## src/verilog/dma_params.svh

```systemverilog
`ifndef DMA_PARAMS_SVH
`define DMA_PARAMS_SVH
// ----------------------------------------
// register select offsets
// ----------------------------------------
`define OFF_CTRL_BASE 5'h10
`define OFF_PRIO      5'h14
`define OFF_IRQ       5'h15
`define OFF_CHAIN     5'h16
// ----------------------------------------
// field positions
// ----------------------------------------
`define CC_RW        0
`define CC_MODE_HIGH 1
`define CC_MODE_LOW  2
`define CC_DOWN      3
`define PC_ROTATE    7
`define DC_ENABLE    0
`define DC_FOUR      3
// ----------------------------------------
// reset values and counts
// ----------------------------------------
`define ARB_LAST_RST 2'h3
`define LAST_COUNT   16'h0001
`define ONE_ADDR     16'h0001
`define NO_CHAIN     2'h3
`endif

```

## src/verilog/dma_pkg.sv

```systemverilog
package dma_pkg;
  typedef enum logic [1:0] {MODE_2, MODE_1, MODE_3, MODE_BAD} mode_t;
  typedef enum logic [2:0] {ST_IDLE, ST_REQ, ST_XFER, ST_HOLD, ST_CHAIN} state_t;
  typedef struct packed {
    state_t          st;
    logic [1:0]      ch;
    logic [3:0][3:0] ctrl;
    logic [3:0]      busy;
    logic [3:0]      bend;
    logic            rotate;
    logic [3:0]      req_en;
    logic [3:0]      die;
    logic            irq;
    logic [1:0]      irq_ch;
    logic [3:0]      chain;
    logic [15:0]     aout;
    logic            rw;
    logic [7:0]      rdata;
    logic            rd_oe;
  } top_state_t;
  typedef struct packed {
    logic [1:0] last;
  } arb_state_t;
  typedef struct packed {
    logic [3:0][15:0] addr;
    logic [3:0][15:0] cnt;
  } store_state_t;
endpackage

```

## src/verilog/dma_core_if.sv

```systemverilog
`timescale 1ns/1ps
interface dma_core_if;
  logic [3:0]  req;
  logic        rotate;
  logic        served;
  logic [1:0]  served_ch;
  logic        grant_valid;
  logic [1:0]  grant_ch;
  logic        wr_en;
  logic [3:0]  reg_idx;
  logic [7:0]  wr_data;
  logic [7:0]  rd_byte;
  logic        xfer_en;
  logic [1:0]  xfer_ch;
  logic        xfer_down;
  logic        chain_go;
  logic [1:0]  chain_ch;
  logic [15:0] cur_addr;
  logic [15:0] cur_cnt;
  modport ctl (output req, rotate, served, served_ch, wr_en, reg_idx, wr_data,
               xfer_en, xfer_ch, xfer_down, chain_go, chain_ch,
               input grant_valid, grant_ch, rd_byte, cur_addr, cur_cnt);
  modport arb (input req, rotate, served, served_ch, output grant_valid, grant_ch);
  modport store (input wr_en, reg_idx, wr_data, xfer_en, xfer_ch, xfer_down,
                 chain_go, chain_ch, output rd_byte, cur_addr, cur_cnt);
endinterface

```

## src/verilog/dma_control.sv

```systemverilog
`timescale 1ns/1ps
`include "dma_params.svh"
// What this block does
// - two mode bits select mode 1, 2, 3
// - direction bit one decrements address, else increments
// - busy sets on recognised request, clears last byte
// - block-end flag sets last byte, read clears
// - interrupt only for enabled channel block completion
// - request-enable zero ignores that channel's request
// - fixed priority, channel 0 highest, 3 lowest
// - rotating priority moves serviced channel to last
// - summary flag follows interrupt, cause read clears
// - chaining copies channel 3 registers next cycle
// - chaining only while chain-enable bit set
// - chain-select picks channel 0, 1 or 2
// - channel-count bit zero allows channels 0, 1 only
// - bus request held until byte or block done
// - block-end low one cycle during last byte
// - steal request mode 1, burst request modes 2,3
// - channel code outputs carry serviced channel number
// - 16-bit count decremented as each transfer ends
module dma_control (
  input  wire logic        MCLK,
  input  wire logic        SRST,
  input  wire logic        REG_SEL_N,
  input  wire logic        REG_RNW,
  input  wire logic [4:0]  REG_ADDR,
  input  wire logic [7:0]  REG_WDATA,
  output logic      [7:0]  REG_RDATA,
  output logic             REG_RDATA_OE,
  input  wire logic [3:0]  TRANSFER_REQUEST,
  input  wire logic        GRANT_IN,
  output logic             STEAL_BUS_REQUEST_N,
  output logic             BURST_BUS_REQUEST_N,
  output logic             TRANSFER_STROBE_N,
  output logic             CHANNEL_CODE_LOW,
  output logic             CHANNEL_CODE_HIGH,
  output logic             CHANNEL_CODE_HIGH_OE,
  output logic             IRQ_BLOCK_END_N,
  output logic      [15:0] ADDR_OUT,
  output logic             ADDR_OE,
  output logic             RW_OUT,
  output logic             RW_OE
);
  dma_pkg::top_state_t q;
  dma_pkg::top_state_t d;
  dma_pkg::mode_t      mode;
  dma_core_if          core ();

  logic       acc;
  logic       rd;
  logic       wr;
  logic       xfer;
  logic       last;
  logic       req_now;
  logic       bus_req;
  logic       chain_hit;
  logic [3:0] sel_mask;
  logic [3:0] mode_ok;
  logic [1:0] chain_sel;
  logic [3:0] allowed;
  logic [3:0] elig;

  // ----------------------------------------
  // sub-blocks
  // ----------------------------------------
  dma_prio_arbiter u_arb (
    .clk (MCLK),
    .rst (SRST),
    .bus (core.arb)
  );

  dma_chan_store u_store (
    .clk (MCLK),
    .rst (SRST),
    .bus (core.store)
  );

  // ----------------------------------------
  // decode helpers
  // ----------------------------------------
  // mode 1 and 2 move one byte per grant, mode 3 the whole block
  function automatic dma_pkg::mode_t mode_of(input logic [3:0] c);
    unique case ({c[`CC_MODE_HIGH], c[`CC_MODE_LOW]})
      2'b10:   mode_of = dma_pkg::MODE_3;
      2'b01:   mode_of = dma_pkg::MODE_1;
      2'b00:   mode_of = dma_pkg::MODE_2;
      default: mode_of = dma_pkg::MODE_BAD;
    endcase
  endfunction

  // ----------------------------------------
  // per-channel eligibility
  // ----------------------------------------
  // each channel is judged on its own: a defined mode, its enable bit,
  // and whether the channel count setting lets it be selected at all;
  // an undefined mode code never asks for service, so a mis-set channel
  // sits quietly instead of guessing a transfer type
  for (genvar g = 0; g < 4; g++) begin : g_chan
    assign mode_ok[g] = (mode_of(q.ctrl[g]) != dma_pkg::MODE_BAD);
    assign allowed[g] = sel_mask[g] & mode_ok[g];
    assign elig[g]    = TRANSFER_REQUEST[g] & q.req_en[g] & allowed[g];
  end

  // register select map:
  //   00-0f  address and count bytes, four per channel, high byte first
  //   10-13  channel control, low nibble written, flags in the top bits
  //   14     priority: rotate flag and request enables
  //   15     interrupt: summary flag and per-channel enables
  //   16     chain: channel count, chain select, chain enable
  //   others read as zero and ignore writes
  // accesses are refused while the outside grant is high, because the
  // select and address pins are then in use by the transfer itself
  // register access only while the processor owns the bus
  assign acc = ~REG_SEL_N & ~GRANT_IN;
  assign rd  = acc & REG_RNW;
  assign wr  = acc & ~REG_RNW;

  assign sel_mask  = q.chain[`DC_FOUR] ? 4'hf : 4'h3;
  assign chain_sel = q.chain[2:1];
  assign mode      = mode_of(q.ctrl[q.ch]);
  assign xfer      = (q.st == dma_pkg::ST_XFER);
  // last byte: the count still holds one while the strobe is out
  assign last      = xfer && (core.cur_cnt == `LAST_COUNT);
  assign req_now   = TRANSFER_REQUEST[q.ch] & q.req_en[q.ch];
  // chaining is decided while the last byte is moving, so the copy
  // cycle follows directly
  assign chain_hit = q.chain[`DC_ENABLE] && (chain_sel != `NO_CHAIN)
                     && (chain_sel == q.ch);

  // ----------------------------------------
  // links to the sub-blocks
  // ----------------------------------------
  // the arbiter sees only eligible requests; the store sees byte writes
  // below the control window and the per-cycle step commands
  assign core.req       = elig;
  assign core.rotate    = q.rotate;
  assign core.served    = xfer && (last || mode != dma_pkg::MODE_3);
  assign core.served_ch = q.ch;
  assign core.wr_en     = wr && !REG_ADDR[4];
  assign core.reg_idx   = REG_ADDR[3:0];
  assign core.wr_data   = REG_WDATA;
  assign core.xfer_en   = xfer;
  assign core.xfer_ch   = q.ch;
  assign core.xfer_down = q.ctrl[q.ch][`CC_DOWN];
  assign core.chain_go  = (q.st == dma_pkg::ST_CHAIN);
  assign core.chain_ch  = chain_sel;

  // ----------------------------------------
  // register file and transfer sequencer
  // ----------------------------------------
  // sequencer walk, one line per state:
  //   idle  - arbiter offers the best eligible channel; busy is raised
  //   req   - bus request pin low, waiting for the outside grant
  //   xfer  - one byte on the bus, strobe low, count and address step
  //   hold  - burst channel paused by a dropped request or grant,
  //           bus request kept low so the grant comes back to it
  //   chain - one spare cycle in which channel 3 is copied over
  // single-byte modes fall back to idle after each byte so that every
  // byte is arbitrated afresh; that costs a cycle per byte but keeps
  // one busy channel from locking the others out
  // the register file shares this process so set and clear of the
  // flags resolve in one place, with the set written last to win
  always_comb begin
    d       = q;
    d.rd_oe = rd;
    // register writes
    if (wr && REG_ADDR[4]) begin
      unique case (REG_ADDR)
        `OFF_PRIO: begin
          d.rotate = REG_WDATA[`PC_ROTATE];
          d.req_en = REG_WDATA[3:0];
        end
        `OFF_IRQ:   d.die   = REG_WDATA[3:0];
        `OFF_CHAIN: d.chain = REG_WDATA[3:0];
        default: begin
          if (REG_ADDR[4:2] == 3'(`OFF_CTRL_BASE >> 2)) begin
            d.ctrl[REG_ADDR[1:0]] = REG_WDATA[3:0];
          end
        end
      endcase
    end
    // reads capture data and clear flags before any set below
    if (rd) begin
      d.rdata = 8'h00;
      if (!REG_ADDR[4]) begin
        d.rdata = core.rd_byte;
      end else begin
        unique case (REG_ADDR)
          `OFF_PRIO:  d.rdata = {q.rotate, 3'h0, q.req_en};
          `OFF_IRQ:   d.rdata = {q.irq, 3'h0, q.die};
          `OFF_CHAIN: d.rdata = {4'h0, q.chain};
          default: begin
            if (REG_ADDR[4:2] == 3'(`OFF_CTRL_BASE >> 2)) begin
              d.rdata = {q.bend[REG_ADDR[1:0]], q.busy[REG_ADDR[1:0]],
                         2'h0, q.ctrl[REG_ADDR[1:0]]};
              d.bend[REG_ADDR[1:0]] = 1'b0;
              if (q.irq && q.irq_ch == REG_ADDR[1:0]) begin
                d.irq = 1'b0;
              end
            end
          end
        endcase
      end
    end
    // sequencer
    unique case (q.st)
      dma_pkg::ST_IDLE: begin
        if (core.grant_valid) begin
          d.ch                  = core.grant_ch;
          d.busy[core.grant_ch] = 1'b1;
          d.st                  = dma_pkg::ST_REQ;
        end
      end
      dma_pkg::ST_REQ: begin
        // the outside arbiter raises grant only once the bus is free
        if (GRANT_IN) begin
          d.st   = dma_pkg::ST_XFER;
          d.aout = core.cur_addr;
          d.rw   = q.ctrl[q.ch][`CC_RW];
        end
      end
      dma_pkg::ST_XFER: begin
        if (last) begin
          d.busy[q.ch] = 1'b0;
          d.bend[q.ch] = 1'b1;
          if (q.die[q.ch]) begin
            d.irq    = 1'b1;
            d.irq_ch = q.ch;
          end
          d.st = chain_hit ? dma_pkg::ST_CHAIN : dma_pkg::ST_IDLE;
        end else if (mode == dma_pkg::MODE_3) begin
          // burst: next address stepped here, store steps in parallel
          d.aout = q.ctrl[q.ch][`CC_DOWN] ? q.aout - `ONE_ADDR
                                          : q.aout + `ONE_ADDR;
          d.st   = (req_now && GRANT_IN) ? dma_pkg::ST_XFER
                                         : dma_pkg::ST_HOLD;
        end else begin
          d.st = dma_pkg::ST_IDLE;
        end
      end
      dma_pkg::ST_HOLD: begin
        if (req_now && GRANT_IN) begin
          d.st   = dma_pkg::ST_XFER;
          d.aout = core.cur_addr;
        end
      end
      dma_pkg::ST_CHAIN: begin
        d.st = dma_pkg::ST_IDLE;
      end
      default: d.st = dma_pkg::ST_IDLE;
    endcase
  end

  // state register, reset clears enables and flags
  // a synchronous clear: no channel can start before software writes
  always_ff @(posedge MCLK) begin
    if (SRST) begin
      q <= '0;
    end else begin
      q <= d;
    end
  end

  // ----------------------------------------
  // pins
  // ----------------------------------------
  // request pins: mode 1 channels use the steal pin, all others the
  // burst pin; decoding from state drops the request in the very cycle
  // in which the byte, or the last byte of a burst, is on the bus
  // request held from recognition until the byte or block finishes
  assign bus_req = (q.st == dma_pkg::ST_REQ) || (q.st == dma_pkg::ST_HOLD)
                   || (xfer && !last && mode == dma_pkg::MODE_3);
  assign STEAL_BUS_REQUEST_N = ~(bus_req && mode == dma_pkg::MODE_1);
  assign BURST_BUS_REQUEST_N = ~(bus_req && mode != dma_pkg::MODE_1);

  // strobe doubles as valid address and acknowledge outside
  assign TRANSFER_STROBE_N    = ~xfer;
  assign CHANNEL_CODE_LOW     = q.ch[0];
  assign CHANNEL_CODE_HIGH    = q.ch[1];
  assign CHANNEL_CODE_HIGH_OE = xfer;

  // shared pin: block end only while strobing, so grant can split it
  // a pending interrupt keeps the pin low through later strobes, so the
  // outside splitter must look at grant, not at the pin alone
  assign IRQ_BLOCK_END_N = ~(q.irq | last);

  // address and direction are driven only while the strobe is out
  assign ADDR_OUT        = q.aout;
  assign ADDR_OE         = xfer;
  assign RW_OUT          = q.rw;
  assign RW_OE           = xfer;

  // read data stands until the next read
  assign REG_RDATA       = q.rdata;
  assign REG_RDATA_OE    = q.rd_oe;
endmodule

```

## src/verilog/dma_prio_arbiter.sv

```systemverilog
`timescale 1ns/1ps
`include "dma_params.svh"
module dma_prio_arbiter (
  input wire logic clk,
  input wire logic rst,
  dma_core_if.arb  bus
);
  dma_pkg::arb_state_t q;
  dma_pkg::arb_state_t d;
  logic [1:0]          idx;

  // first requesting channel after the last one serviced; in fixed mode, the lowest-numbered requesting channel
  always_comb begin
    d               = q;
    idx             = 2'h0;
    bus.grant_valid = 1'b0;
    bus.grant_ch    = 2'h0;
    for (int i = 0; i < 4; i++) begin
      idx = bus.rotate ? 2'(q.last + 2'(i + 1)) : 2'(i);
      if (!bus.grant_valid && bus.req[idx]) begin
        bus.grant_valid = 1'b1;
        bus.grant_ch    = idx;
      end
    end
    // fixed mode parks the pointer so rotation begins in fixed order
    if (!bus.rotate) begin
      d.last = `ARB_LAST_RST;
    end else if (bus.served) begin
      d.last = bus.served_ch;
    end
  end

  // state register
  always_ff @(posedge clk) begin
    if (rst) begin
      q <= '{last: `ARB_LAST_RST};
    end else begin
      q <= d;
    end
  end
endmodule

```

## src/verilog/dma_chan_store.sv

```systemverilog
`timescale 1ns/1ps
`include "dma_params.svh"
module dma_chan_store (
  input wire logic clk,
  input wire logic rst,
  dma_core_if.store bus
);
  dma_pkg::store_state_t q;
  dma_pkg::store_state_t d;
  logic [1:0]            wch;

  // byte writes, per-transfer stepping, chain copy
  always_comb begin
    d   = q;
    wch = bus.reg_idx[3:2];
    if (bus.wr_en) begin
      unique case (bus.reg_idx[1:0])
        2'h0: d.addr[wch][15:8] = bus.wr_data;
        2'h1: d.addr[wch][7:0]  = bus.wr_data;
        2'h2: d.cnt[wch][15:8]  = bus.wr_data;
        2'h3: d.cnt[wch][7:0]   = bus.wr_data;
      endcase
    end
    if (bus.xfer_en) begin
      d.cnt[bus.xfer_ch] = q.cnt[bus.xfer_ch] - `LAST_COUNT;
      d.addr[bus.xfer_ch] = bus.xfer_down ? q.addr[bus.xfer_ch] - `ONE_ADDR
                                          : q.addr[bus.xfer_ch] + `ONE_ADDR;
    end
    // chain copy comes a cycle after the last byte, never with a step
    if (bus.chain_go) begin
      d.addr[bus.chain_ch] = q.addr[3];
      d.cnt[bus.chain_ch]  = q.cnt[3];
    end
  end

  // read views
  always_comb begin
    unique case (bus.reg_idx[1:0])
      2'h0: bus.rd_byte = q.addr[bus.reg_idx[3:2]][15:8];
      2'h1: bus.rd_byte = q.addr[bus.reg_idx[3:2]][7:0];
      2'h2: bus.rd_byte = q.cnt[bus.reg_idx[3:2]][15:8];
      2'h3: bus.rd_byte = q.cnt[bus.reg_idx[3:2]][7:0];
    endcase
    bus.cur_addr = q.addr[bus.xfer_ch];
    bus.cur_cnt  = q.cnt[bus.xfer_ch];
  end

  // state register
  always_ff @(posedge clk) begin
    if (rst) begin
      q <= '0;
    end else begin
      q <= d;
    end
  end
endmodule

```

## config.mk

```make
export PLATFORM = sky130hd
export DESIGN_NAME = dma_control
export DESIGN_NICKNAME = d
export VERILOG_FILES = /design/src/verilog/dma_pkg.sv /design/src/verilog/dma_core_if.sv /design/src/verilog/dma_control.sv /design/src/verilog/dma_prio_arbiter.sv /design/src/verilog/dma_chan_store.sv
export VERILOG_INCLUDE_DIRS = /design/src /design/src/verilog
export SDC_FILE = /design/constraint.sdc
export NUM_CORES = 1
export LEC_CHECK = 0
export BUFFER_PORTS_ARGS = -buffer_cell sky130_fd_sc_hd__buf_2
export CAP_MARGIN = 40
export CELL_PAD_IN_SITES_DETAIL_PLACEMENT = 1
export CELL_PAD_IN_SITES_GLOBAL_PLACEMENT = 1
export CORE_AREA = 2 2 191 193
export CTS_BUF_LIST = sky130_fd_sc_hd__clkbuf_4 sky130_fd_sc_hd__clkbuf_8
export DETAILED_ROUTE_END_ITERATION = 10
export DIE_AREA = 0 0 193 195
export GPL_ROUTABILITY_DRIVEN = 0
export PLACE_DENSITY = 0.71
export SETUP_SLACK_MARGIN = 0.1
export SLEW_MARGIN = 20
export SYNTH_ARGS = -nofsm -noshare
export SYNTH_HDL_FRONTEND = slang
export SYNTH_SLANG_ARGS = --single-unit
```

## constraint.sdc

```tcl
create_clock -name MCLK -period 9.85 [get_ports MCLK]
set_input_delay 0.4925 -clock MCLK [delete_from_list [all_inputs] [get_ports MCLK]]
set_output_delay 0.4925 -clock MCLK [all_outputs]
set_load 0.01 [all_outputs]
```

# == Yosys cells after proc, flatten, opt, wreduce, memory -nomap -nowiden ==
# Index checks and enable logic that the tools add are counted.
# word_totals
regBits,201
out_inout_bits,35
elab_cells,282
# op_classes
n_addsub,8
n_lt_le_gt_ge,14
eq_ne,39
n_mux,113
bitwise_logic,32
n_reduce_logical,49
# ops
op,n
$bwmux 64,8
$mux 128,3
$pmux 64 s2,2
$mux 16,12
$bmux 16 s2,4
$demux 16 s2,4
$pmux 16 s3,1
$sub 16x1->16 const B,3
$mux 4,10
$add 16x1->16 const B,2
$mux 8,4
$pmux 8 s4,1
$pmux 2 s3,5
$lt 2x3->1 const B,9
$pmux 8 s3,1
$mux 1,22
$mux 3,7
$logic_and 1x1->1,20
$ne 2x2->1 const B,10
$bmux 1 s2,9
$mux 2,9
$mux 17,1
$and 1x1->1,16
$bmux 4 s2,2
34 further kinds,90

# == Logic depth before layout (Yosys ltp) ==
# Gate-level depths: netlist (run 1).
# depth
word_depth,24
ltp_mapped,16
depth_no_buf,12

# == Modules after synthesis ==
# From an unflattened synthesis (run 1), not the netlist that was laid out.
# unflattened
hier_cells,1673
area_unflattened_um2,14315.0
# modules_own_cells
mod,instances,cells_each,area_each_um2,seq_area_each_um2
dma_chan_store,1,1079,9446.6,2562.5
dma_control,1,547,4563.1,1421.4
dma_prio_arbiter,1,47,305.3,40.0

# == Worst setup path after synthesis (run 1) ==
# Ideal clock, no wire load.
# synth_timing
path_kind,register -> register
start,"register q, in the netlist core.served_ch[0]"
end,register u_store.q[111] (netlist name)
t_arrival_ns,4.175
t_required_ns,9.728
slack_ns,5.553
path_stages_with_launch,16
n_path_buf,5
path_cell_list,dfxtp_1 buf_6 buf_6 buf_2 buf_2 buf_2 mux4_2 ha_1 and3_1 a222oi_1 a211oi_1 a2111oi_2 o41ai_1 a21oi_1 xnor2_1 a221o_1
# synth_between
elab_chain_cells,8
elab_cells_between_ends,16
classes_between,add/sub (2); order compare (2); mux (11); reduce/logical (1)
# synth_lines
element,line,source
start: declaration,dma_control.sv:45,dma_pkg::top_state_t q;
start signal: assignment,dma_control.sv:259,q <= '0;
start signal: assignment,dma_control.sv:261,q <= d;
"$bmux 16 s2, or another cell as far along","dma_chan_store.sv:26, dma_chan_store.sv:27",
$mux 16 (implied by the code) or $logic_and 1x1->1 (tied branches),n/a,
"$add 16x1->16 (no line), or another cell as far along",n/a,
$mux 16 (no line) or $demux 16 s2 (tied branches),n/a,
$bwmux 64 (no line) *,n/a,
$mux 128 *,dma_chan_store.sv:24,if (bus.xfer_en) begin
$bwmux 64,dma_chan_store.sv:31,d.addr[bus.chain_ch] = q.addr[3];
$mux 128 *,dma_chan_store.sv:30,if (bus.chain_go) begin
end signal: assignment,dma_chan_store.sv:51,q <= '0;
end signal: assignment,dma_chan_store.sv:53,q <= d;
end: declaration,dma_chan_store.sv:8,dma_pkg::store_state_t q;
# Every way passes the cells marked *; elsewhere a longest branch is shown, timed or not. The select of a mux whose other input is x is not followed.
# A chain may end at the register's enable or synchronous reset.

# == Worst setup path in the final report (run 1) ==
# layout_timing
start,"register q, in the netlist core.served_ch[0]"
end,register u_store.q[77] (netlist name)
# The elaborated chain is that of the path after synthesis.

==> summary.txt, run 1 <==
Outcome
  • Status: finished clean

Detailed routing
  • Final WL: 54.4 mm
  • DR top layer: met4
  • Via count: 13.8k
  • 1st-iter DRT viols: 1193
  • Met3 wire len: 4.42 mm
  • TritonRoute pass-1 iters: 5
  • Wire length on met2: 25.0 mm
  • DR DRC count: 0
  • Post-DRT Antenna Nets: 0
  • Vias per cell: 6.43
  • M1 wire length: 22.6 mm
  • WL/cell: 25.4 um

Yosys
  • Post-Syn Area per Cell: 8.37 um2
  • Yosys top cell by area: dfxtp_1
  • Post-Syn Instances: 1677
  • Top FF cell, synth: dfxtp_1
  • Sequential area share after synthesis: 28.7%
  • Yosys reg bits: 201
  • EDFF count, synth: 0
  • Syn_nets: 1731
  • Syn. warnings: 0
  • Yosys top cell area share: 28.7%
  • Synthesized area: 0.0140 mm2
  • Netlist cell types: 71
  • Synth top area cells: dfxtp_1 29%, mux4_2 13%, mux2i_1 5.6%
  • Async SR Flop Fraction: 0%

Layout
  • Most frequent cells in the layout: 199 x dfxtp_1, 193 x nand2_1, 178 x nor2_1
  • Footprint of the multi-input gates: 0.00924 mm2
  • Fillcell total: 4201
  • Ant diodes: 0
  • Layout area overhead: 10.3%
  • Commonest non-fill, non-tap cell in the layout: dfxtp_1
  • Layout cells sized above 1: 17.1%
  • Final nets: 1709
  • FF/Latch Area: 0.00403 mm2

Critical path
  • CP Class: flop to flop
  • Max Fanout on Critical Path: 34
  • CP arrival: 5.22 ns
  • Crit. End Element: flop
  • Startpoint Class: flop
  • Critical R2R Capture: u_store.q[77]
  • R2R depth: 11
  • Reg2Reg Setup Slack: 5.12 ns
  • Worst EP required: 10.34 ns
  • Reg-to-Reg Start: core.served_ch[0]

Timing
  • TNS Setup: 0 ns
  • Max_slew headroom: 38.3%
  • Setup WS post-layout: 5.12 ns
  • Hold Vio Cnt, Final: 0
  • Tmin final: 4.73 ns
  • Worst Max-Slew Pin Slew: 0.923 ns
  • Final Setup Violations: 0
  • Fin crit share: 48.0%
  • Fmax: 212 MHz
  • Setup skew after layout: 0.0335 ns
  • Max-slew violation count: 0
  • Unrepaired setup endpoints after global routing: false

Global routing
  • Pin count of the biggest net entering global routing: 67
  • Initial antenna violation count: 0
  • GRT Util Overall: 28.8%
  • Global-route congestion overflow total: 0
  • Vias in the first global route: 13.8k
  • First-pass GRT wire length: 83.4 mm

Placed design
  • DP HPWL: 36.0 mm
  • I/O Buffers: 56
  • Pre-CTS WS: 5.22 ns

Power and ir drop
  • Max VDD drop: 81.2 uV
  • PD cells: 124 mW/mm2
  • Static Leak: 0.00601 uW

Min path
  • Cell count of the worst hold path: 3
  • Hold WC Path Type: input pin to flop
  • Hold_sp: REG_RNW
  • Hold Path Sink: REG_RDATA_OE

Clock network
  • CTS root buffer: clkbuf_8
  • Hold_buf cts: 0
  • CTS tree: built
  • CTS Sinks: 201
  • Buffer count from post-CTS setup fixing: 0
  • Worst-Skew Late Latency: 0.59 ns
  • Clock slew at reported path FFs: 0.06 ns
  • Num CTS Buffers: 40
  • H-Tree Depth: 2
  • Cts repair resizes: 0
  • Max clock buf depth: 3

Floorplanning
  • Die ar.: 0.0376 mm2
  • I/O Pins: 57
  • Die X: 193 um
  • CORE AREA: 0.0354 mm2
  • Num rows: 69
  • Die Y: 195 um
  • Initial Util: 39.7%

Flow run
  • Max_cap viols: 0
[cells in the mapped netlist, types with 9 or more instances]
master / count
or3_1: 16
nand2_1: 193
a211oi_1: 55
nor4_1: 10
dfxtp_1: 201
o22ai_1: 13
o211ai_1: 33
o2bb2ai_1: 9
nor2b_1: 22
mux2_2: 23
a2111oi_0: 12
nand2b_1: 23
buf_1: 14
buf_2: 11
and2_1: 9
buf_4: 26
a21o_1: 13
mux4_2: 82
inv_1: 16
a21oi_1: 136
nand3_1: 104
mux2i_1: 79
nor3_1: 36
clkbuf_1: 105
a22oi_1: 15
nor2_1: 179
xnor2_1: 22
ha_1: 30
xor2_1: 17
o21ai_0: 65
and3_1: 13
[critical path: stages, from the launching register on]
cell,delay [ns]
dfxtp_4,0.64
buf_4,0.60
mux4_2,0.61
ha_1,0.38
and3_1,0.19
a222oi_1,0.50
a211oi_1,0.23
a2111oi_2,0.50
nor3_1,0.12
xnor2_1,0.46
a21oi_1,0.14
nor3_1,0.23
[where the power goes]
| group | internal, uW | switching (uW) | total, uW |
|---|---|---|---|
| registers | 816 | 2.58 | 818 |
| clock network | 592 | 412 | 1000 |
| logic | 28.6 | 75.7 | 104 |
| total | 1440 | 490 | 1930 |
[worst max path at each step]
stage | start | depth (start not counted) | to
finish | core.served_ch[0] | 11 | u_store.q[77]
detailed placement | core.served_ch[0] | 11 | u_store.q[77]
floorplan | core.served_ch[0] | 15 | u_store.q[111]
CTS | core.served_ch[0] | 11 | u_store.q[77]
global route | core.served_ch[0] | 11 | u_store.q[77]
global placement | core.served_ch[0] | 11 | u_store.q[77]
[layout make-up]
type | count | share of cell area (%)
Clock inverter | 9 | 0.856
Clock buffer | 62 | 5.11
Sequential cell | 201 | 26.0
Timing Repair Buffer | 94 | 4.19
Multi-Input combinational cell | 1301 | 59.7
Tap cell | 461 | 3.72
Inverter | 17 | 0.412
[logic make-up (layout without fill, tap and decap cells)]
logic type | count (synthesis) | in the layout | share of synthesized area [%]
buffers and inverters | 175 | 182 | 5.58
and+or+nand+nor | 637 | 637 | 20.9
muxes | 186 | 186 | 20.8
xor gates and xnor gates | 39 | 39 | 2.43
AOI/OAI and AO/OA | 407 | 407 | 18.6
DFF | 201 | 201 | 28.7
adders and majority gates | 32 | 32 | 2.96
[per-layer routing]
metal	global-route usage [%]	vias up
met2	45.5	637
li1	-	6124
met5	0	-
met4	12.9	0
met3	5.03	146
met1	38.4	6876
[sequential cells by signal, summed over array words and instances (netlist names)]
| signal | count |
|---|---|
| REG_RDATA_OE | 1 |
| core.served_ch | 2 |
| RW_OUT | 1 |
| u_store.q | 128 |
| chain_sel | 2 |
| q | 40 |
| core.rotate | 1 |
| u_arb.q | 2 |
| ADDR_OUT | 16 |
| REG_RDATA | 8 |
[per-stage QoR]
stage / cell area [um2] / total power (uW) / hold slack, ns / utilization [%] / instances
final: 15500 / 1930 / 0.307 / 43.8 / 2145
after global routing: 15500 / 1980 / 0.316 / 43.8 / 2145
after CTS: 15500 / 1940 / 0.283 / 43.7 / 2142
after detailed placement: 14500 / 938 / 0.468 / 41.1 / 2071
after global placement: 14400 / 935 / 0.457 / 40.7 / 2063
after floorplan: 14000 / 899 / 0.443 / - / 1677
No activity file was read; power rests on OpenSTA's default activity.
==> run 2: changes to the inputs <==
==> constraint.sdc (replaced) <==
create_clock -name MCLK -period 4.5 [get_ports MCLK]
set_input_delay 0.225 -clock MCLK [delete_from_list [all_inputs] [get_ports MCLK]]
set_output_delay 0.225 -clock MCLK [all_outputs]
set_load 0.01 [all_outputs]
==> summary.txt, run 2 (same netlist as run 1, synthesis figures left out) <==
Layout
  • Layout area overhead: 10.2% (was 10.3%)
  • Fillcell total: 4201 (unchanged)
  • Fin area: 0.0155 mm2 (about the same)
  • Final nets: 1716 (was 1709)
  • Layout cells sized above 1: 17.4% (was 17.1%)
  • Most frequent cells in the layout: 199 x dfxtp_1, 193 x nand2_1, 178 x nor2_1 (unchanged)
  • Max reg flops: 128 (unchanged)
  • Ant diodes: 0 (unchanged)
  • FF/Latch Area: 0.00403 mm2 (unchanged)
  • Largest reg by FF count: u_store.q (unchanged)
  • Footprint of the multi-input gates: 0.00924 mm2 (unchanged)
  • Commonest non-fill, non-tap cell in the layout: dfxtp_1 (unchanged)

Timing
  • Fin Hold WS: 0.0335 ns (was 0.307 ns)
  • Fin crit share: 89.9%
  • Fmax: 247 MHz
  • TNS Setup: 0 ns (unchanged)
  • Tmin final: 4.05 ns
  • Unrepaired setup endpoints after global routing: false (unchanged)
  • Final Setup Violations: 0 (unchanged)
  • Setup WS post-layout: 0.454 ns (was 5.12 ns)
  • Hold Vio Cnt, Final: 0 (unchanged)
  • Max-slew violation count: 0 (unchanged)
  • Max_slew headroom: 42.2% (was 38.3%)
  • Worst Max-Slew Pin Slew: 0.863 ns (was 0.923 ns)
  • Setup skew after layout: 0.0232 ns (was 0.0335 ns)

Critical path
  • CP Class: flop to output pin (was flop to flop)
  • Critical R2R Capture: u_store.q[77] (unchanged)
  • Worst EP required: 4.28 ns (was 10.34 ns)
  • Max Fanout on Critical Path: 40 (was 34)
  • R2R depth: 10 (was 11)
  • Reg2Reg Setup Slack: 0.50 ns (was 5.12 ns)
  • Crit. End Element: output pin (was flop)
  • Reg-to-Reg Start: core.served_ch[0] (unchanged)
  • Startpoint Class: flop (unchanged)
  • CP arrival: 3.82 ns (was 5.22 ns)

Placed design
  • DP HPWL: 36.9 mm (was 36.0 mm)
  • Pre-CTS WS: 0.552 ns (was 5.22 ns)
  • I/O Buffers: 56 (unchanged)
  • Post-place instance area: 0.0146 mm2 (was 0.0145 mm2)

Flow run
  • Max_cap viols: 0 (unchanged)

Floorplanning
  • Num rows: 69 (unchanged)
  • Die ar.: 0.0376 mm2 (unchanged)
  • CORE AREA: 0.0354 mm2 (unchanged)
  • Die X: 193 um (unchanged)
  • I/O Pins: 57 (unchanged)
  • Initial Util: 39.7% (unchanged)
  • Die Y: 195 um (unchanged)

Detailed routing
  • TritonRoute pass-1 iters: 8 (was 5)
  • Final WL: 54.6 mm (was 54.4 mm)
  • Via count: 13.8k (about the same)
  • Vias per cell: 6.41 (was 6.43)
  • DR DRC count: 0 (unchanged)
  • WL/cell: 25.4 um (about the same)
  • Post-DRT Antenna Nets: 0 (unchanged)
  • 1st-iter DRT viols: 1098 (was 1193)

Global routing
  • First-pass GRT wire length: 84.3 mm (was 83.4 mm)
  • Global-route congestion overflow total: 0 (unchanged)
  • Pin count of the biggest net entering global routing: 82 (was 67)
  • GRT Util Overall: 29.0% (was 28.8%)
  • Initial antenna violation count: 0 (unchanged)
  • Vias in the first global route: 14.0k (was 13.8k)

Outcome
  • Status: finished clean (unchanged)

Clock network
  • Max clock buf depth: 3 (unchanged)
  • CTS Sinks: 201 (unchanged)
  • Buffer count from post-CTS setup fixing: 0 (unchanged)
  • Clock slew at reported path FFs: 0.06 ns (about the same)
  • H-Tree Depth: 2 (unchanged)
  • CTS tree: built (unchanged)
  • Cts repair resizes: 0 (unchanged)
  • Hold_buf cts: 0 (unchanged)
  • CTS root buffer: clkbuf_8 (unchanged)
  • Num CTS Buffers: 40 (unchanged)
  • Worst-Skew Late Latency: 0.59 ns (about the same)

Power and ir drop
  • Static Leak: 0.00600 uW (was 0.00601 uW)
  • Psw: 1050 uW (was 490 uW)
  • Switch share: 26.1% (was 25.4%)
  • Max VDD drop: 135 uV (was 81.2 uV)
  • Clock share of power: 49.7% (was 52.1%)
  • Sequential share of power: 44.5% (was 42.5%)
  • Power share of the combinational group: 5.7% (was 5.4%)
  • Internal: 2980 uW (was 1440 uW)
  • PD cells: 260 mW/mm2 (was 124 mW/mm2)
  • Total power: 4020 uW (was 1930 uW)

Min path
  • Hold_sp: REG_RNW (unchanged)
  • Cell count of the worst hold path: 3 (unchanged)
  • Hold WC Path Type: input pin to flop (unchanged)
  • Hold Path Sink: REG_RDATA_OE (unchanged)
-- run 2: cell count changes in the layout (fill, tap and decap cells not counted), moves of 2 or more --
cell / change
buf_4: +7
clkbuf_4: +6
clkinv_2: -2
buf_12: +4
bufinv_16: -3
clkbuf_8: -3
-- run 2: how the worst max path moves through the flow --
| stage | start | endpoint | slack (ns) |
|---|---|---|---|
| 2_1_floorplan | core.served_ch[0] | u_store.q[111] | 0.20 |
| 3_3_place_gp | core.served_ch[0] | u_store.q[107] | 0.64 |
| 3_5_place_dp | core.served_ch[0] | u_store.q[75] | 0.55 |
| 4_1_cts | core.served_ch[0] | BURST_BUS_REQUEST_N | 0.50 |
| 5_1_grt | core.served_ch[0] | u_store.q[91] | 0.24 |
| 6_report | core.served_ch[0] | BURST_BUS_REQUEST_N | 0.45 |
-- run 2: power by group through the flow --
stage / clock network, uW / logic, uW / registers, uW
global route: 2120 / 242 / 1790
floorplan: 0 / 140 / 1830
detailed placement: 0 / 224 / 1830
finish: 2000 / 231 / 1790
CTS: 2030 / 225 / 1790
global placement: 0 / 220 / 1830
-- run 2: critical path: stages (launching register included) --
cell and delay (ns):
dfxtp_4 0.53, buf_12 0.33, mux4_2 0.59, nor4_1 0.39, nor2b_1 0.32, nand4_1 0.38, and3_1 0.36, a21oi_1 0.14
buf_2 0.15
-- run 2: layer usage --
| layer | track usage, % | up-vias | part of all wire (%) |
|---|---|---|---|
| li1 | - | 6137 | - |
| met1 | 38.2 | 6973 | 42 |
| met3 | 4.83 | 137 | 6.8 |
| met4 | 12.7 | 0 | 4.3 |
| met5 | 0 | - | 0 |
| met2 | 46.7 | 547 | 47 |
-- run 2: per-stage QoR --
| step | instances | utilization (%) |
|---|---|---|
| 5_1_grt | 2151 | 43.7 |
| 3_5_place_dp | 2079 | 41.3 |
| 3_3_place_gp | 2075 | 41.1 |
| 4_1_cts | 2149 | 43.6 |
| 6_report | 2151 | 43.7 |
| 2_1_floorplan | 1677 | - |
-- run 2: layout make-up --
type	count	share of cell area [%]
Multi-Input combinational cell	1301	59.8
Sequential cell	201	26.0
Clock buffer	66	5.18
Timing Repair Buffer	101	4.66
Tap cell	461	3.73
Inverter	17	0.413
Clock inverter	4	0.210
==> run 3: changes to the inputs <==
--- a/config.mk
+++ b/config.mk
@@ -6,16 +6,17 @@
 export SDC_FILE = /design/constraint.sdc
 export NUM_CORES = 1
 export LEC_CHECK = 0
+export ABC_AREA = 1
 export BUFFER_PORTS_ARGS = -buffer_cell sky130_fd_sc_hd__buf_2
 export CAP_MARGIN = 40
 export CELL_PAD_IN_SITES_DETAIL_PLACEMENT = 1
 export CELL_PAD_IN_SITES_GLOBAL_PLACEMENT = 1
-export CORE_AREA = 2 2 191 193
+export CORE_AREA = 2 2 195 197
 export CTS_BUF_LIST = sky130_fd_sc_hd__clkbuf_4 sky130_fd_sc_hd__clkbuf_8
 export DETAILED_ROUTE_END_ITERATION = 10
-export DIE_AREA = 0 0 193 195
+export DIE_AREA = 0 0 197 199
 export GPL_ROUTABILITY_DRIVEN = 0
-export PLACE_DENSITY = 0.71
+export PLACE_DENSITY = 0.75
 export SETUP_SLACK_MARGIN = 0.1
 export SLEW_MARGIN = 20
 export SYNTH_ARGS = -nofsm -noshare
==> summary.txt, run 3 <==
Yosys
  • Post-Syn Instances: 2378 (was 1677)
  • Synth top area cells: dfxtp_1 27%, nand2_1 15%, a21oi_1 10% (was dfxtp_1 29%, mux4_2 13%, mux2i_1 5.6%)
  • Synthesized area: 0.0147 mm2 (was 0.0140 mm2)
  • Post-synth top cells: 588 x nand2_1, 293 x a21oi_1, 243 x o21ai_0, 232 x inv_1, 201 x dfxtp_1 (was 201 x dfxtp_1, 193 x nand2_1, 179 x nor2_1, 136 x a21oi_1, 105 x clkbuf_1)
  • Sequential area share after synthesis: 27.4% (was 28.7%)
  • Yosys top cell area share: 27.4% (was 28.7%)
  • Yosys top cell by area: dfxtp_1 (unchanged)
  • Syn_nets: 2432 (was 1731)
  • EDFF count, synth: 0 (unchanged)
  • Cell with the most instances after synthesis: nand2_1 (was dfxtp_1)
  • Async SR Flop Fraction: 0% (unchanged)
  • Syn. warnings: 0 (unchanged)
  • Top FF cell, synth: dfxtp_1 (unchanged)
  • Netlist cell types: 48 (was 71)
  • Post-Syn Area per Cell: 6.17 um2 (was 8.37 um2)
  • Yosys reg bits: 201 (unchanged)

Clock network
  • CTS root buffer: clkbuf_8 (unchanged)
  • CTS Sinks: 201 (unchanged)
  • Cts repair resizes: 0 (unchanged)
  • Buffer count from post-CTS setup fixing: 0 (unchanged)
  • Hold_buf cts: 0 (unchanged)
  • Max clock buf depth: 3 (unchanged)
  • Num CTS Buffers: 40 (unchanged)
  • CTS tree: built (unchanged)
  • H-Tree Depth: 2 (unchanged)
  • Worst-Skew Late Latency: 0.63 ns (was 0.59 ns)
  • Clock slew at reported path FFs: 0.06 ns (about the same)

Floorplanning
  • Die Y: 199 um (was 195 um)
  • Die X: 197 um (was 193 um)
  • Num rows: 71 (was 69)
  • CORE AREA: 0.0371 mm2 (was 0.0354 mm2)
  • Initial Util: 39.5% (was 39.7%)
  • I/O Pins: 57 (unchanged)
  • Die ar.: 0.0392 mm2 (was 0.0376 mm2)

Placed design
  • DP HPWL: 50.5 mm (was 36.9 mm)
  • I/O Buffers: 56 (unchanged)
  • Dpl cells: 2812 (was 2079)

Outcome
  • Status: finished clean (unchanged)

Layout
  • Final nets: 2437 (was 1716)
  • FF/Latch Area: 0.00402 mm2 (was 0.00403 mm2)
  • Most frequent cells in the layout: 588 x nand2_1, 293 x a21oi_1, 243 x o21ai_0 (was 199 x dfxtp_1, 193 x nand2_1, 178 x nor2_1)
  • Final non-filler cell total: 2888 (was 2151)
  • Max reg flops: 128 (unchanged)
  • Layout area overhead: 10.2% (about the same)
  • Largest reg by FF count: u_store.q (unchanged)
  • Fillcell total: 5106 (was 4201)
  • Layout cells sized above 1: 9.66% (was 17.4%)
  • Commonest non-fill, non-tap cell in the layout: nand2_1 (was dfxtp_1)
  • Footprint of the multi-input gates: 0.00901 mm2 (was 0.00924 mm2)

Critical path
  • CP Class: flop to output pin (unchanged)
  • Crit. End Element: output pin (unchanged)
  • Startpoint Class: flop (unchanged)
  • CP arrival: 3.89 ns (was 3.82 ns)
  • Worst EP required: 4.28 ns (about the same)
  • Max Fanout on Critical Path: 19 (was 40)

Detailed routing
  • TritonRoute pass-1 iters: 6 (was 8)
  • Wire length on met2: 32.2 mm (was 25.5 mm)
  • Final WL: 73.5 mm (was 54.6 mm)
  • Vias per cell: 6.36 (was 6.41)
  • M1 wire length: 28.6 mm (was 23.1 mm)
  • 1st-iter DRT viols: 2057 (was 1098)
  • DR top layer: met4 (unchanged)
  • WL/cell: 25.5 um (was 25.4 um)
  • Met3 wire len: 8.01 mm (was 3.72 mm)
  • DR DRC count: 0 (unchanged)
  • Via count: 18.4k (was 13.8k)
  • Post-DRT Antenna Nets: 0 (unchanged)

Global routing
  • Initial antenna violation count: 1 (was 0)
  • First-pass GRT wire length: 109 mm (was 84.3 mm)
  • GRT Util Overall: 36.8% (was 29.0%)
  • Global-route congestion overflow total: 0 (unchanged)
  • Pin count of the biggest net entering global routing: 58 (was 82)
  • Vias in the first global route: 18.1k (was 14.0k)

Timing
  • Max_slew headroom: 40.0% (was 42.2%)
  • Tmin final: 4.11 ns (was 4.05 ns)
  • TNS Setup: 0 ns (unchanged)
  • Unrepaired setup endpoints after global routing: false (unchanged)
  • Max-slew violation count: 0 (unchanged)
  • Worst Max-Slew Pin Slew: 0.899 ns (was 0.863 ns)
  • Hold Vio Cnt, Final: 0 (unchanged)
  • Fin crit share: 91.4% (was 89.9%)
  • Setup skew after layout: 0.0440 ns (was 0.0232 ns)
  • Fmax: 243 MHz (was 247 MHz)
  • Final Setup Violations: 0 (unchanged)

Min path
  • Hold WC Path Type: input pin to flop (unchanged)

Power and ir drop
  • Max VDD drop: 163 uV (was 135 uV)
  • Static Leak: 0.00646 uW (was 0.00600 uW)
  • PD cells: 259 mW/mm2 (was 260 mW/mm2)

Flow run
  • Max_cap viols: 0 (unchanged)
==> run 3: cell types whose count changed after synthesis, moves of 79 or more <==
cell     previous run  this run
nand2_1           193       588
inv_1              16       232
o21ai_0            65       243
a21oi_1           136       293
mux4_2             82         0
mux2i_1            79         0
==> run 3: cells by family after synthesis <==
family                   after synthesis  synth area share [%]
adder cells (fa/ha/maj)               32                  2.83
XOR/XNOR                              19                  1.13
AND/OR/NAND/NOR                      975                  28.0
flip-flops                           201                  27.4
AO/OA/AOI/OAI                        756                  29.3
buffers and inverters                395                  11.3
==> run 3: power by group <==
group | internal [uW] | total (uW) | leakage (uW) | switching [uW]
clock | 1160 | 2080 | 0.000459 | 922
combinational | 61.3 | 312 | 0.00438 | 250
sequential | 1790 | 1800 | 0.00162 | 7.52
==> run 3: final cells by class <==
| type | instances | share of cell area (%) |
|---|---|---|
| antenna | 2 | 0.0310 |
| clock buffer | 67 | 5.12 |
| clock inverter | 4 | 0.147 |
| inverter | 247 | 5.73 |
| multi-input combinational | 1782 | 55.7 |
| sequential | 201 | 24.9 |
| tap | 474 | 3.67 |
| timing repair buffer | 111 | 4.67 |
==> run 3: metal layers <==
metal  vias up  GRT usage, %
met5         -             0
met4         0          22.4
met3       324          8.92
met2      1132          58.7
met1      8819          44.8
li1       8088             -
==> run 3: metrics by stage <==
stage	area, um2	hold slack [ns]	util, %	setup WS [ns]	power [uW]
floorplan	14700	0.402	-	1.07	1990
global placement	15200	0.450	41.0	0.644	2120
detailed placement	15300	0.461	41.1	0.716	2130
CTS	16100	0.0347	43.4	0.472	4180
global route	16200	0.0582	43.5	0.258	4280
finish	16200	0.0535	43.5	0.387	4180
==> run 3: worst max-delay path, stage by stage (launching register included) <==
cell and delay [ns]:
dfxtp_1 0.37, buf_4 0.26, nor2_4 0.71, buf_4 0.32, nand2_1 0.07, o21ai_1 0.09, nor2_2 0.11, inv_1 0.09
ha_1 0.15, inv_1 0.04, nor2_1 0.11, nand2_1 0.10, nor2_4 0.24, nand2_2 0.11, nand2_2 0.11, nor2_1 0.06
o21ai_0 0.17, buf_2 0.16
==> run 3: final timing paths <==
path | end | cells after the start | slack [ns] | startpoint
max | BURST_BUS_REQUEST_N | 17 | 0.39 | core.served_ch[0]
min | u_store.q[49] | 3 | 0.05 | REG_WDATA[1]
max reg2reg | u_store.q[106] | 15 | 0.63 | core.served_ch[1]
min reg2reg | REG_RDATA[4] | 2 | 0.46 | REG_RDATA[4]
